**src/pkg/ssx_cfg.svh**
```systemverilog
// timing, field and address constants for the shelf expander controller
`ifndef SSX_CFG_SVH
`define SSX_CFG_SVH

// -------------------------------------------------------------------------
// register offsets of the controller (byte addresses)
// -------------------------------------------------------------------------
`define SSX_OFS_CTRL     8'h00
`define SSX_OFS_OUTBYTE  8'h04
`define SSX_OFS_POT      8'h08
`define SSX_OFS_STATUS   8'h0C
`define SSX_OFS_FLAGS    8'h10

// -------------------------------------------------------------------------
// control register fields
// -------------------------------------------------------------------------
`define SSX_CTRL_AUX1    0
`define SSX_CTRL_TXREQ   1
`define SSX_CTRL_SQDIG   2
`define SSX_CTRL_FLAGGO  3
`define SSX_CTRL_OUTGO   4
`define SSX_CTRL_POTGO   5

// -------------------------------------------------------------------------
// output byte fields
// -------------------------------------------------------------------------
`define SSX_OB_AUX2      4
`define SSX_OB_ALARM     3
`define SSX_OB_FSTART    2
`define SSX_OB_FRUN      1
`define SSX_OB_REFSEL    0

// pot command: [2:0] address, [3] up, [11:4] step count
`define SSX_POT_ADDR_HI  2
`define SSX_POT_UP       3
`define SSX_POT_CNT_LO   4
`define SSX_POT_CNT_HI   11

// -------------------------------------------------------------------------
// peripheral address codes on the shared lines
// -------------------------------------------------------------------------
`define SSX_ADDR_FLAGS   3'h1
`define SSX_ADDR_OUTREG  3'h2
`define SSX_ADDR_IDLE    3'h0

// -------------------------------------------------------------------------
// timing
// -------------------------------------------------------------------------
`define SSX_CLK_HZ       10000000
`define SSX_FAN_START_S  10
`define SSX_FAN_CYCLES   (`SSX_FAN_START_S * `SSX_CLK_HZ)
`define SSX_HALF_BIT     8'h04
`define SSX_ALARM_HALF   24'h2625A0
`define SSX_BITS         4'h8
`define SSX_OUT_RESET    8'h06

`endif

```
**src/pkg/ssx_pkg.sv**
```systemverilog
// types shared by the shelf expander controller files
package ssx_pkg;

  // shared serial bus pins driven by the controller
  typedef struct packed {
    logic [2:0] addr;
    logic       sclk;
    logic       enable;
    logic       data;
  } ssx_bus_type;

  // sequencer states
  typedef enum logic [2:0] {
    ST_IDLE,
    ST_SETUP,
    ST_LOW,
    ST_HIGH,
    ST_LATCH_LOW,
    ST_LATCH_HIGH,
    ST_DONE
  } ssx_state_type;

  // kinds of bus operation
  typedef enum logic [1:0] {
    OP_FLAGS,
    OP_OUT,
    OP_POT
  } ssx_op_type;

  // sequencer state record
  typedef struct packed {
    ssx_state_type state;
    ssx_op_type    op;
    ssx_bus_type   bus;
    logic [7:0]    tick;
    logic [8:0]    left;
    logic [7:0]    shreg;
    logic [7:0]    flags;
    logic          busy;
    logic          done;
  } ssx_seq_type;

endpackage : ssx_pkg

```
**src/verilog/ssx_bus_seq.sv**
```systemverilog
// serial bus sequencer: address, enable and clock pulses on the shared bus
`timescale 1ns/1ns
`include "ssx_cfg.svh"

module ssx_bus_seq (
  // clock and reset
  input  wire logic                 pclk,
  input  wire logic                 presetn,
  // command
  input  wire logic                 go,
  input  wire ssx_pkg::ssx_op_type  op,
  input  wire logic [2:0]           addr,
  input  wire logic                 pot_up,
  input  wire logic [7:0]           pot_steps,
  input  wire logic [7:0]           out_byte,
  // serial status, already synchronised
  input  wire logic                 status_in,
  // results
  output ssx_pkg::ssx_bus_type      bus,
  output logic                      busy,
  output logic                      done,
  output logic [7:0]                flags
);

  ssx_pkg::ssx_seq_type s_r;
  ssx_pkg::ssx_seq_type s_nxt;

  // -----------------------------------------------------------------------
  // next state
  // -----------------------------------------------------------------------
  always_comb begin
    s_nxt      = s_r;
    s_nxt.done = 1'b0;
    if (s_r.tick != 8'h00) begin
      s_nxt.tick = s_r.tick - 8'h01;
    end else begin
      unique case (s_r.state)
        ssx_pkg::ST_IDLE: begin
          if (go) begin
            s_nxt.op       = op;
            s_nxt.bus.addr = addr;
            s_nxt.bus.sclk = 1'b0;
            // flag load needs enable high, pot direction rides on enable
            s_nxt.bus.enable = (op == ssx_pkg::OP_FLAGS) ? 1'b1 :
                               (op == ssx_pkg::OP_POT) ? pot_up : 1'b0;
            s_nxt.shreg = out_byte;
            s_nxt.left  = (op == ssx_pkg::OP_POT) ? {1'b0, pot_steps} :
                          (op == ssx_pkg::OP_FLAGS) ? 9'h009 : 9'h008;
            s_nxt.busy  = 1'b1;
            s_nxt.tick  = `SSX_HALF_BIT;
            s_nxt.state = ssx_pkg::ST_SETUP;
          end
        end
        ssx_pkg::ST_SETUP, ssx_pkg::ST_LOW: begin
          if (s_r.left == 9'h000) begin
            s_nxt.state = (s_r.op == ssx_pkg::OP_OUT) ?
                          ssx_pkg::ST_LATCH_LOW : ssx_pkg::ST_DONE;
            s_nxt.bus.enable = (s_r.op == ssx_pkg::OP_OUT);
          end else begin
            if (s_r.op == ssx_pkg::OP_OUT) begin
              s_nxt.bus.data = s_r.shreg[7];
            end
            s_nxt.state = ssx_pkg::ST_HIGH;
          end
          s_nxt.tick = `SSX_HALF_BIT;
        end
        ssx_pkg::ST_HIGH: begin
          // rising edge: device takes data or steps the pot
          s_nxt.bus.sclk = 1'b1;
          s_nxt.tick     = `SSX_HALF_BIT;
          s_nxt.state    = ssx_pkg::ST_LATCH_HIGH;
        end
        ssx_pkg::ST_LATCH_HIGH: begin
          s_nxt.bus.sclk = 1'b0;
          s_nxt.tick     = `SSX_HALF_BIT;
          s_nxt.left     = s_r.left - 9'h001;
          s_nxt.shreg    = {s_r.shreg[6:0], 1'b0};
          if (s_r.op == ssx_pkg::OP_FLAGS) begin
            // after the load pulse enable drops and bits follow lsb first
            s_nxt.bus.enable = 1'b0;
            if (s_r.left != 9'h009) begin
              s_nxt.flags = {status_in, s_r.flags[7:1]};
            end
          end
          if (s_r.op == ssx_pkg::OP_OUT && s_r.bus.enable) begin
            s_nxt.state = ssx_pkg::ST_DONE;
          end else begin
            s_nxt.state = ssx_pkg::ST_LOW;
          end
        end
        ssx_pkg::ST_LATCH_LOW: begin
          s_nxt.bus.sclk = 1'b1;
          s_nxt.tick     = `SSX_HALF_BIT;
          s_nxt.state    = ssx_pkg::ST_LATCH_HIGH;
        end
        ssx_pkg::ST_DONE: begin
          s_nxt.bus.enable = 1'b0;
          s_nxt.bus.data   = 1'b0;
          s_nxt.bus.addr   = `SSX_ADDR_IDLE;
          s_nxt.busy       = 1'b0;
          s_nxt.done       = 1'b1;
          s_nxt.state      = ssx_pkg::ST_IDLE;
        end
        default: s_nxt.state = ssx_pkg::ST_IDLE;
      endcase
    end
  end

  // -----------------------------------------------------------------------
  // state register
  // -----------------------------------------------------------------------
  always_ff @(posedge pclk or negedge presetn) begin
    if (!presetn) begin
      s_r <= '0;
    end else begin
      s_r <= s_nxt;
    end
  end

  assign bus   = s_r.bus;
  assign busy  = s_r.busy;
  assign done  = s_r.done;
  assign flags = s_r.flags;

endmodule : ssx_bus_seq

```
**src/verilog/ssx_ctrl.sv**
```systemverilog
// shelf expander controller: apb registers, fan start, alarm, bus driver
//
// Notes on behaviour
// address lines are set before enable and clock move; the sequencer sets enable in the same cycle as the address.
// enable level chooses pot direction: high steps up, low down.
// each clock pulse moves the addressed pot one step.
// after reset fan run and start set; start cleared after ten seconds.
// status register holds one fault flag for each of five modules.
// flag capture: address, enable high, one low-high-low clock pulse.
// with enable low each further pulse presents the next status bit.
// lsb first; three dont-care bits, fourth amplifier flag, eighth flag zero.
// amplifier fault arrives as flag four in the serial status.
// output data bit is taken by the device on rising clock.
// after eight bits enable goes high; next pulse latches the byte.
// output byte is sent most significant bit first.
// bit 3 alarm led, bit 2 max fan, bit 1 normal fan.
// bit 0 picks internal or external receive reference.
// bit 4 high energises the second auxiliary relay.
// first auxiliary line high energises the first relay.
// stopping an auxiliary function returns its bit inactive.
// power-sense fault while keyed: unkey, flash alarm, block till reset.
// squelch source manual or digital; digital disables manual control.
// squelch relay follows receive mute from carrier detection.
// data toward the handset is inverted by the shelf.
// device decodes address lines; only selected peripheral responds.
//
// Our own choices: the APB interface to the registers and the register offsets.
`timescale 1ns/1ns
`include "ssx_cfg.svh"

module ssx_ctrl #(
  parameter int unsigned FAN_CYCLES = `SSX_FAN_CYCLES
) (
  // apb slave
  input  wire logic        pclk,
  input  wire logic        presetn,
  input  wire logic        psel,
  input  wire logic        penable,
  input  wire logic        pwrite,
  input  wire logic [7:0]  paddr,
  input  wire logic [31:0] pwdata,
  output logic      [31:0] prdata,
  output logic             pready,
  output logic             pslverr,
  // shared serial bus toward the shelf
  output logic [2:0]       addr_bits,
  output logic             serial_clk,
  output logic             expander_enable,
  output logic             expander_data_in,
  input  wire logic        flag_serial_out,
  // loose control lines
  output logic             aux_one_control,
  output logic             amplifier_key,
  output logic             squelch_divider_source,
  input  wire logic        reflected_power_sense
);

  // -----------------------------------------------------------------------
  // state record
  // -----------------------------------------------------------------------
  typedef struct packed {
    logic [31:0] prdata;
    logic        pready;
    logic        pslverr;
    logic [7:0]  out_byte;
    logic        aux1;
    logic        txreq;
    logic        sqdig;
    logic [11:0] pot_cmd;
    logic        go;
    ssx_pkg::ssx_op_type op;
    logic [31:0] fan_cnt;
    logic        fan_done;
    logic        fan_go;
    logic        tx_block;
    logic [23:0] flash_cnt;
    logic        flash;
    logic        out_pending;
    logic [2:0]  sync_st;
    logic [2:0]  sync_ps;
    logic        st_val;
    logic        ps_val;
    logic        key;
  } ssx_ctrl_type;

  ssx_ctrl_type c_r;
  ssx_ctrl_type c_nxt;

  ssx_pkg::ssx_bus_type bus;
  logic                 seq_busy;
  logic                 seq_done;
  logic [7:0]           seq_flags;

  // address decode used by several fields, on writes and reads
  function automatic logic hit(input logic [7:0] a, input logic [7:0] ofs);
    hit = (a == ofs);
  endfunction : hit

  // -----------------------------------------------------------------------
  // bus sequencer
  // -----------------------------------------------------------------------
  ssx_bus_seq u_seq (
    .pclk      (pclk),
    .presetn   (presetn),
    .go        (c_r.go),
    .op        (c_r.op),
    .addr      ((c_r.op == ssx_pkg::OP_POT) ?
                c_r.pot_cmd[`SSX_POT_ADDR_HI:0] :
                (c_r.op == ssx_pkg::OP_FLAGS) ? `SSX_ADDR_FLAGS :
                `SSX_ADDR_OUTREG),
    .pot_up    (c_r.pot_cmd[`SSX_POT_UP]),
    .pot_steps (c_r.pot_cmd[`SSX_POT_CNT_HI:`SSX_POT_CNT_LO]),
    .out_byte  (c_r.out_byte),
    .status_in (c_r.st_val),
    .bus       (bus),
    .busy      (seq_busy),
    .done      (seq_done),
    .flags     (seq_flags)
  );

  // -----------------------------------------------------------------------
  // next state
  // -----------------------------------------------------------------------
  always_comb begin
    c_nxt        = c_r;
    c_nxt.go     = 1'b0;
    c_nxt.pready = 1'b0;
    // three-stage pin sync; a change counts when stages two and three agree
    c_nxt.sync_st = {c_r.sync_st[1:0], flag_serial_out};
    c_nxt.sync_ps = {c_r.sync_ps[1:0], reflected_power_sense};
    if (c_r.sync_st[1] == c_r.sync_st[2]) begin
      c_nxt.st_val = c_r.sync_st[2];
    end
    if (c_r.sync_ps[1] == c_r.sync_ps[2]) begin
      c_nxt.ps_val = c_r.sync_ps[2];
    end

    // fan start: both bits high from reset, start dropped after the delay
    if (!c_r.fan_done) begin
      if (c_r.fan_cnt >= FAN_CYCLES - 1) begin
        c_nxt.fan_done = 1'b1;
        c_nxt.out_byte[`SSX_OB_FSTART] = 1'b0;
        c_nxt.out_pending = 1'b1;
      end else begin
        c_nxt.fan_cnt = c_r.fan_cnt + 32'h1;
      end
    end
    if (!c_r.fan_go) begin
      c_nxt.fan_go      = 1'b1;
      c_nxt.out_pending = 1'b1;
    end

    // power-sense fault while keyed latches a transmit block
    if (c_r.key && c_r.ps_val) begin
      c_nxt.tx_block = 1'b1;
    end
    c_nxt.key = c_r.txreq && !c_nxt.tx_block;
    if (c_r.tx_block) begin
      if (c_r.flash_cnt == 24'h0) begin
        c_nxt.flash_cnt = `SSX_ALARM_HALF;
        c_nxt.flash     = !c_r.flash;
        c_nxt.out_byte[`SSX_OB_ALARM] = !c_r.flash;
        c_nxt.out_pending = 1'b1;
      end else begin
        c_nxt.flash_cnt = c_r.flash_cnt - 24'h1;
      end
    end

    // apb: no wait state, answer on the cycle after setup
    if (psel && !penable) begin
      c_nxt.pready  = 1'b1;
      c_nxt.pslverr = 1'b0;
      c_nxt.prdata  = 32'h0;
      if (pwrite) begin
        if (hit(paddr, `SSX_OFS_CTRL)) begin
          c_nxt.aux1  = pwdata[`SSX_CTRL_AUX1];
          c_nxt.txreq = pwdata[`SSX_CTRL_TXREQ];
          c_nxt.sqdig = pwdata[`SSX_CTRL_SQDIG];
          if (pwdata[`SSX_CTRL_FLAGGO] && !seq_busy) begin
            c_nxt.go = 1'b1;
            c_nxt.op = ssx_pkg::OP_FLAGS;
          end else if (pwdata[`SSX_CTRL_OUTGO] && !seq_busy) begin
            c_nxt.out_pending = 1'b1;
          end else if (pwdata[`SSX_CTRL_POTGO] && !seq_busy) begin
            c_nxt.go = 1'b1;
            c_nxt.op = ssx_pkg::OP_POT;
          end
        end else if (hit(paddr, `SSX_OFS_OUTBYTE)) begin
          c_nxt.out_byte = pwdata[7:0];
        end else if (hit(paddr, `SSX_OFS_POT)) begin
          c_nxt.pot_cmd = pwdata[11:0];
        end else if (!hit(paddr, `SSX_OFS_STATUS) &&
                     !hit(paddr, `SSX_OFS_FLAGS)) begin
          c_nxt.pslverr = 1'b1;
        end
      end else begin
        if (hit(paddr, `SSX_OFS_CTRL)) begin
          c_nxt.prdata = {29'h0, c_r.sqdig, c_r.txreq, c_r.aux1};
        end else if (hit(paddr, `SSX_OFS_OUTBYTE)) begin
          c_nxt.prdata = {24'h0, c_r.out_byte};
        end else if (hit(paddr, `SSX_OFS_POT)) begin
          c_nxt.prdata = {20'h0, c_r.pot_cmd};
        end else if (hit(paddr, `SSX_OFS_STATUS)) begin
          c_nxt.prdata = {27'h0, c_r.out_pending, c_r.fan_done,
                          c_r.tx_block, c_r.key, seq_busy | c_r.go};
        end else if (hit(paddr, `SSX_OFS_FLAGS)) begin
          // amplifier flag is fourth out, so it lands in bit three
          c_nxt.prdata = {24'h0, seq_flags};
        end else begin
          c_nxt.pslverr = 1'b1;
        end
      end
    end

    // pending output-register refresh starts when the bus is free
    if (c_r.out_pending && !seq_busy && !c_r.go && !c_nxt.go) begin
      c_nxt.go          = 1'b1;
      c_nxt.op          = ssx_pkg::OP_OUT;
      c_nxt.out_pending = 1'b0;
    end
  end

  // -----------------------------------------------------------------------
  // state register; reset output byte has fan run and start both high
  // -----------------------------------------------------------------------
  always_ff @(posedge pclk or negedge presetn) begin
    if (!presetn) begin
      c_r          <= '0;
      c_r.out_byte <= `SSX_OUT_RESET;
    end else begin
      c_r <= c_nxt;
    end
  end

  // -----------------------------------------------------------------------
  // outputs, all flip-flop driven
  // -----------------------------------------------------------------------
  assign prdata                 = c_r.prdata;
  assign pready                 = c_r.pready;
  assign pslverr                = c_r.pslverr;
  assign addr_bits              = bus.addr;
  assign serial_clk             = bus.sclk;
  assign expander_enable        = bus.enable;
  assign expander_data_in       = bus.data;
  assign aux_one_control        = c_r.aux1;
  assign amplifier_key          = c_r.key;
  assign squelch_divider_source = c_r.sqdig;

  // seq_done is only a pulse for observers of the sequencer
  logic unused_done;
  assign unused_done = seq_done;

endmodule : ssx_ctrl

```
**config.mk**
```make
export PLATFORM = sky130hd
export DESIGN_NAME = ssx_ctrl
export DESIGN_NICKNAME = d
export VERILOG_FILES = /design/src/pkg/ssx_pkg.sv /design/src/verilog/ssx_bus_seq.sv /design/src/verilog/ssx_ctrl.sv
export VERILOG_INCLUDE_DIRS = /design/src /design/src/pkg
export SDC_FILE = /design/constraint.sdc
export NUM_CORES = 1
export LEC_CHECK = 0
export BUFFER_PORTS_ARGS = -buffer_cell sky130_fd_sc_hd__buf_2
export CAP_MARGIN = 5
export CORE_UTILIZATION = 37
export CTS_CLUSTER_DIAMETER = 100
export DETAILED_ROUTE_END_ITERATION = 12
export GPL_TIMING_DRIVEN = 1
export HOLD_SLACK_MARGIN = 0.1
export RECOVER_POWER = 50
export SLEW_MARGIN = 20
export SYNTH_ARGS = -nofsm -noshare
export SYNTH_HDL_FRONTEND = slang
export SYNTH_SLANG_ARGS = --single-unit
```
**constraint.sdc**
```tcl
create_clock -name pclk -period 2.5 [get_ports pclk]
set_input_delay 0.375 -clock pclk [delete_from_list [all_inputs] [get_ports pclk]]
set_output_delay 0.375 -clock pclk [all_outputs]
set_load 0.02 [all_outputs]
```
# After elaboration in Yosys (flattened, before gate mapping)
# Cells that the tools add are included.
totals:
  in_bits: 47
  output_inout_bits: 43
  register_bits: 155
  word_cells: 193
classes:
  addsub: 4
  reduce_logical: 54
  n_eq_ne: 22
  n_lt_le_gt_ge: 1
  mux: 72
  n_bitwise: 6
ops:
  columns: ["cell", "count"]
  rows:
  - ["12-bit two-way mux", 7]
  - ["1-bit two-way mux", 35]
  - ["17-bit one-hot mux with 2 select lines", 1]
  - ["32-bit by 1-bit adder with 32-bit output (second input constant)", 1]
  - ["32-bit by 27-bit greater-or-equal comparator with 1-bit output (second input constant)", 1]
  - ["8-bit two-way mux", 4]
  - ["28-bit two-way mux", 1]
  - ["3-bit two-way mux", 9]
  - ["26-bit two-way mux", 1]
  - ["25-bit two-way mux", 1]
  - ["24-bit zero test", 1]
  - ["24-bit two-way mux", 1]
  - ["24-bit by 1-bit subtractor with 24-bit output (second input constant)", 1]
  - ["9-bit two-way mux", 2]
  - ["8-bit by 4-bit equality test with 1-bit output (second input constant)", 2]
  - ["8-bit one-hot mux with 2 select lines", 1]
  - ["3-bit AND reduction", 5]
  - ["5-bit AND reduction", 3]
  - ["3-bit one-hot mux with 4 select lines", 1]
  - ["4-bit AND reduction", 3]
  - ["2-bit nonzero test", 6]
  - ["1-bit logical AND", 11]
  - ["10-bit two-way mux", 1]
  - ["3-bit equality test (second input constant)", 3]
  - ["31 further kinds", 57]

# Logic depth before layout (Yosys ltp)
logic_depth:
  word_depth: 13
  depth_mapped: 10

# Cells and area by module
# A second synthesis with hierarchy kept.
hier_totals:
  cells_unflattened: 761
  area_unflattened_um2: 7842.5
modules_own_cells:
  columns: ["module", "area_each_um2", "instances", "cells_each", "seq_area_each_um2"]
  rows:
  - ["ssx_ctrl", 5235.0, 1, 493, 2755.1]
  - ["ssx_bus_seq", 2607.5, 1, 268, 1151.1]

# Least setup slack after synthesis
# No wires, ideal clock.
synth_path:
  kind: "register to register"
  from: "register u_seq.s_r[27] in the netlist's numbering"
  to: "register u_seq.s_r, in the netlist u_seq.bus[0]"
  stages_incl_launch_ff: 8
  arrival_time_ns: 2.172
  period_less_slack_ns: 2.297
  required_time_ns: 2.375
  slack_ns: 0.203
  setup_ns: 0.125
  path_cell_list: "dfrtp_1 inv_1 ha_1 or4b_4 or4_1 buf_2 a211o_1 mux2_4"
synth_between:
  elab_chain_cells: 3
synth_lines:
  columns: ["item", "line_no", "rtl"]
  rows:
  - ["from (decl)", "ssx_bus_seq.sv:25", "ssx_pkg::ssx_seq_type s_r;"]
  - ["from (signal assigned)", "ssx_bus_seq.sv:116", "s_r <= s_nxt;"]
  - ["8-bit nonzero test", "ssx_bus_seq.sv:34", "if (s_r.tick != 8'h00) begin"]
  - ["1-bit inverter (no line)", null, null]
  - ["4-bit AND reduction (no line)", null, null]
# No other way between the ends.
# A chain may end at the register's enable or synchronous reset.

# Final worst setup path
# Same ends and word-level chain as after synthesis.

==> impl_metrics.toml <==
[worst_hold_path]
hold_start = "pwdata[9]"
hp-class = "in2reg"

[yosys]
synthFlopType = "dfrtp_1"
yosysMostFrequentCell = "dfrtp_1"
synth_top_area_frac = 0.5155
ys_ff_latch = 155
synthTopCellsByCount = "dfrtp_1, nand2_1, nor2_1"
synth_area_um2 = 7427
synth_top_area_cell = "dfrtp_1"
yosys-top-cells-area = "dfrtp_1, nand2_1, mux2_2, buf_4, xnor2_1"
synth-edff-count = 0
synth-seq-area-share = 0.5226
avgSynthCellArea_um2 = 10.32
syn_inst = 720
synth_cell_types = 65
async_flop_share = 1.000
yosys_warnings = 0

[setup_path]
cp.required_ns = 2.81
crit_type = "reg2reg"
crit_path_top_delay_cell = "or4b_4"
worstSetupStartpoint = "u_seq.s_r[27]"
end_kind = "flip-flop"
crit_path_start_kind = "flip-flop"
reg2reg_from = "u_seq.s_r[27]"
crit_path_cell_trace = "inv_1, ha_1, or4b_4, or4_1, a211o_1, mux2_4"
cp.arrival_ns = 2.65
crit_fanout = 5
slowest_delay_ns = 0.51

[detailed_routing]
ant_nets = 0
route.detailed.drc = 0
vias_per_cell = 4.982
drtIter0Drc = 260
drt_pass1_iterations = 6
routed-via-count = 5266
wl_um = 15230
wl_per_cell_um = 14.41

[pwr]
clkPwrFrac = 0.356
seqPwrFrac = 0.447
internal_power_mw = 5.143
switchingPower_mw = 2.219
p_leak_nw = 3.932
vdd_drop_max_mv = 0.4549
p_per_area_nw_per_um2 = 859.5
p_sw_frac = 0.3014
combPwrFrac = 0.196

[clock_tree]
numCtsBuffers = 17
clk_latency_ns = 0.43
cts_root_buf = "clkbuf_16"
postCtsSetupBuffers = 0
cts_tree = "yes"
hold_buffers = 3
cts_buffer_depth = 2
path_clk_slew_ns = 0.06
cts_sinks = 155
htree_num_levels = 4
post_cts_resized = 0

[final_layout]
final_nets = 836
antenna_cells = 0
layoutNonFillerInstCount = 1057
drive_gt1_frac = 0.1566
area_growth_pct = 15.33

[floorplanning]
core_um2 = 19590
rows = 51
io_pins = 90
die_h_um = 143.7
dieArea_um2 = 20640
die_w_um = 143.7
floorplan.initialDensity = 0.3791

[place]
hpwlAfterDp_um = 10950
place_congestion = 0.8148
portBuffers = 49
placed_cells = 1022

[global_routing]
antenna_found_initial = 2
grt_usage = 0.1617
overflow = 0
grt_pass1_wl_um = 25680
grt_pass1_vias = 5131
grt_max_degree = 68

[sta]
setup_violations = 0
max_freq_mhz = 428.6
tightest_slew_ns = 1.691
slew_violations = 67
skew_ns = 0.01237
max_slew_margin = -0.1270
tns_ns = 0
hold_violations = 0
rsz0062_at_grt = "no"
fin_crit_sh = 0.9332
layout_min_cycle_time_ns = 2.333

[outcome]
status = "finished with violations"
violations = "max-capacitance violations, max-slew violations"

[job]
drv_cap = 1
-- cell type report --
| type | count | area, µm² |
|---|---|---|
| flip-flops and latches | 155 | 3881 |
| fillers | 1899 | 11020 |
| repair buffers | 80 | 496.7 |
| clock inverters | 12 | 146.4 |
| inverters | 22 | 82.58 |
| clock buffers | 20 | 456.7 |
| well taps | 265 | 331.6 |
| multi-input cells | 503 | 3171 |
-- worst max-delay path, delay by kind of cell, from the launching register on --
kind                       cells  cell delay [ns]
buffers and inverters          1             0.09
and+or+nand+nor                2             1.00
adders and majority gates      1             0.16
DFF                            1             0.41
muxes                          1             0.30
AOI/OAI and AO/OA              1             0.28
-- per-layer routing --
metal	vias to the layer above	part of all wire	routed length, µm	global-route usage
met5	-	0.0015	23	0
met4	4	0.012	188	0.05487
met3	17	0.035	536	0.04365
met2	69	0.47	7162	0.2550
met1	2572	0.48	7320	0.2141
li1	2604	-	-	-
-- cells by family (layout without fill, tap and decap cells) --
kind of cell | count (synthesis) | after routing | synth area share
and+or+nand+nor | 257 | 257 | 0.1784
other | 2 | 21 | 0.001011
adders and majority gates | 12 | 12 | 0.01954
AOI/OAI and AO/OA | 124 | 124 | 0.09838
buffers and inverters | 81 | 134 | 0.06065
DFF | 155 | 155 | 0.5226
muxes | 47 | 47 | 0.06991
xor gates and xnor gates | 42 | 42 | 0.04953
-- worst paths after layout --
check	to	slack, ns	cells past startpoint
max	u_seq.bus[0]	0.17	6
min reg2reg	c_nxt[5]	0.36	0
max reg2reg	u_seq.bus[0]	0.17	6
min	c_r[82]	0.19	2
min in group asynchronous	u_seq.flags[7]	0.93	2
max in group asynchronous	u_seq.bus[2]	0.47	3
-- per-stage QoR --
step	instance area [µm²]	hold slack (ns)	utilization	setup slack, ns	power, mW
after floorplan	7498	0.07941	-	0.2028	4.333
after global placement	7978	0.3346	0.4072	0.1920	4.746
after detailed placement	7978	0.3462	0.4072	0.1584	4.782
after CTS	8611	0.1740	0.4395	0.1436	7.433
after global routing	8566	0.1690	0.4372	0.006531	7.794
final	8566	0.1854	0.4372	0.1670	7.362
-- power groups by stage --
stage	combinational, mW	sequential, mW	clock [mW]
6_report	1.45	3.29	2.62
5_1_grt	1.66	3.36	2.77
4_1_cts	1.47	3.29	2.68
3_5_place_dp	1.46	3.32	0
3_3_place_gp	1.43	3.32	0
2_1_floorplan	1.08	3.25	0
-- layout by cell type, fill, tap and decap left out, types with 4 or more instances in the layout --
| cell type | Yosys | layout |
|---|---|---|
| o21ai_0 | 29 | 29 |
| nand3b_1 | 4 | 4 |
| buf_2 | 6 | 27 |
| mux2_2 | 25 | 25 |
| mux2_1 | 10 | 10 |
| xor2_1 | 19 | 19 |
| nand4_1 | 11 | 11 |
| nor2b_1 | 5 | 5 |
| and3_1 | 5 | 5 |
| nand3_1 | 13 | 13 |
| a22o_1 | 4 | 4 |
| a21oi_1 | 28 | 28 |
| mux2i_1 | 11 | 11 |
| clkinv_2 | 0 | 5 |
| inv_1 | 21 | 21 |
| or4_1 | 5 | 5 |
| buf_4 | 37 | 23 |
| conb_1 | 2 | 21 |
| clkbuf_1 | 16 | 23 |
| nor3b_1 | 5 | 5 |
| o21ai_1 | 32 | 31 |
| xnor2_1 | 23 | 23 |
| nor4_1 | 19 | 19 |
| nand2b_1 | 9 | 9 |
| nor2_1 | 47 | 47 |
| nor3_1 | 29 | 29 |
| ha_1 | 10 | 10 |
| nand2_1 | 85 | 85 |
| o31ai_1 | 4 | 4 |
| clkbuf_16 | 0 | 17 |
| dfrtp_1 | 153 | 153 |
-- state kept, by name (all words and copies together), names as in the netlist --
signal	cells
u_seq.busy	1
u_seq.flags	8
u_seq.s_r	30
c_r	89
c_nxt	4
squelch_divider_source	1
pslverr	1
amplifier_key	1
u_seq.bus	6
aux_one_control	1
pready	1
prdata	12
Note: power is estimated with default switching activity, not from simulation.
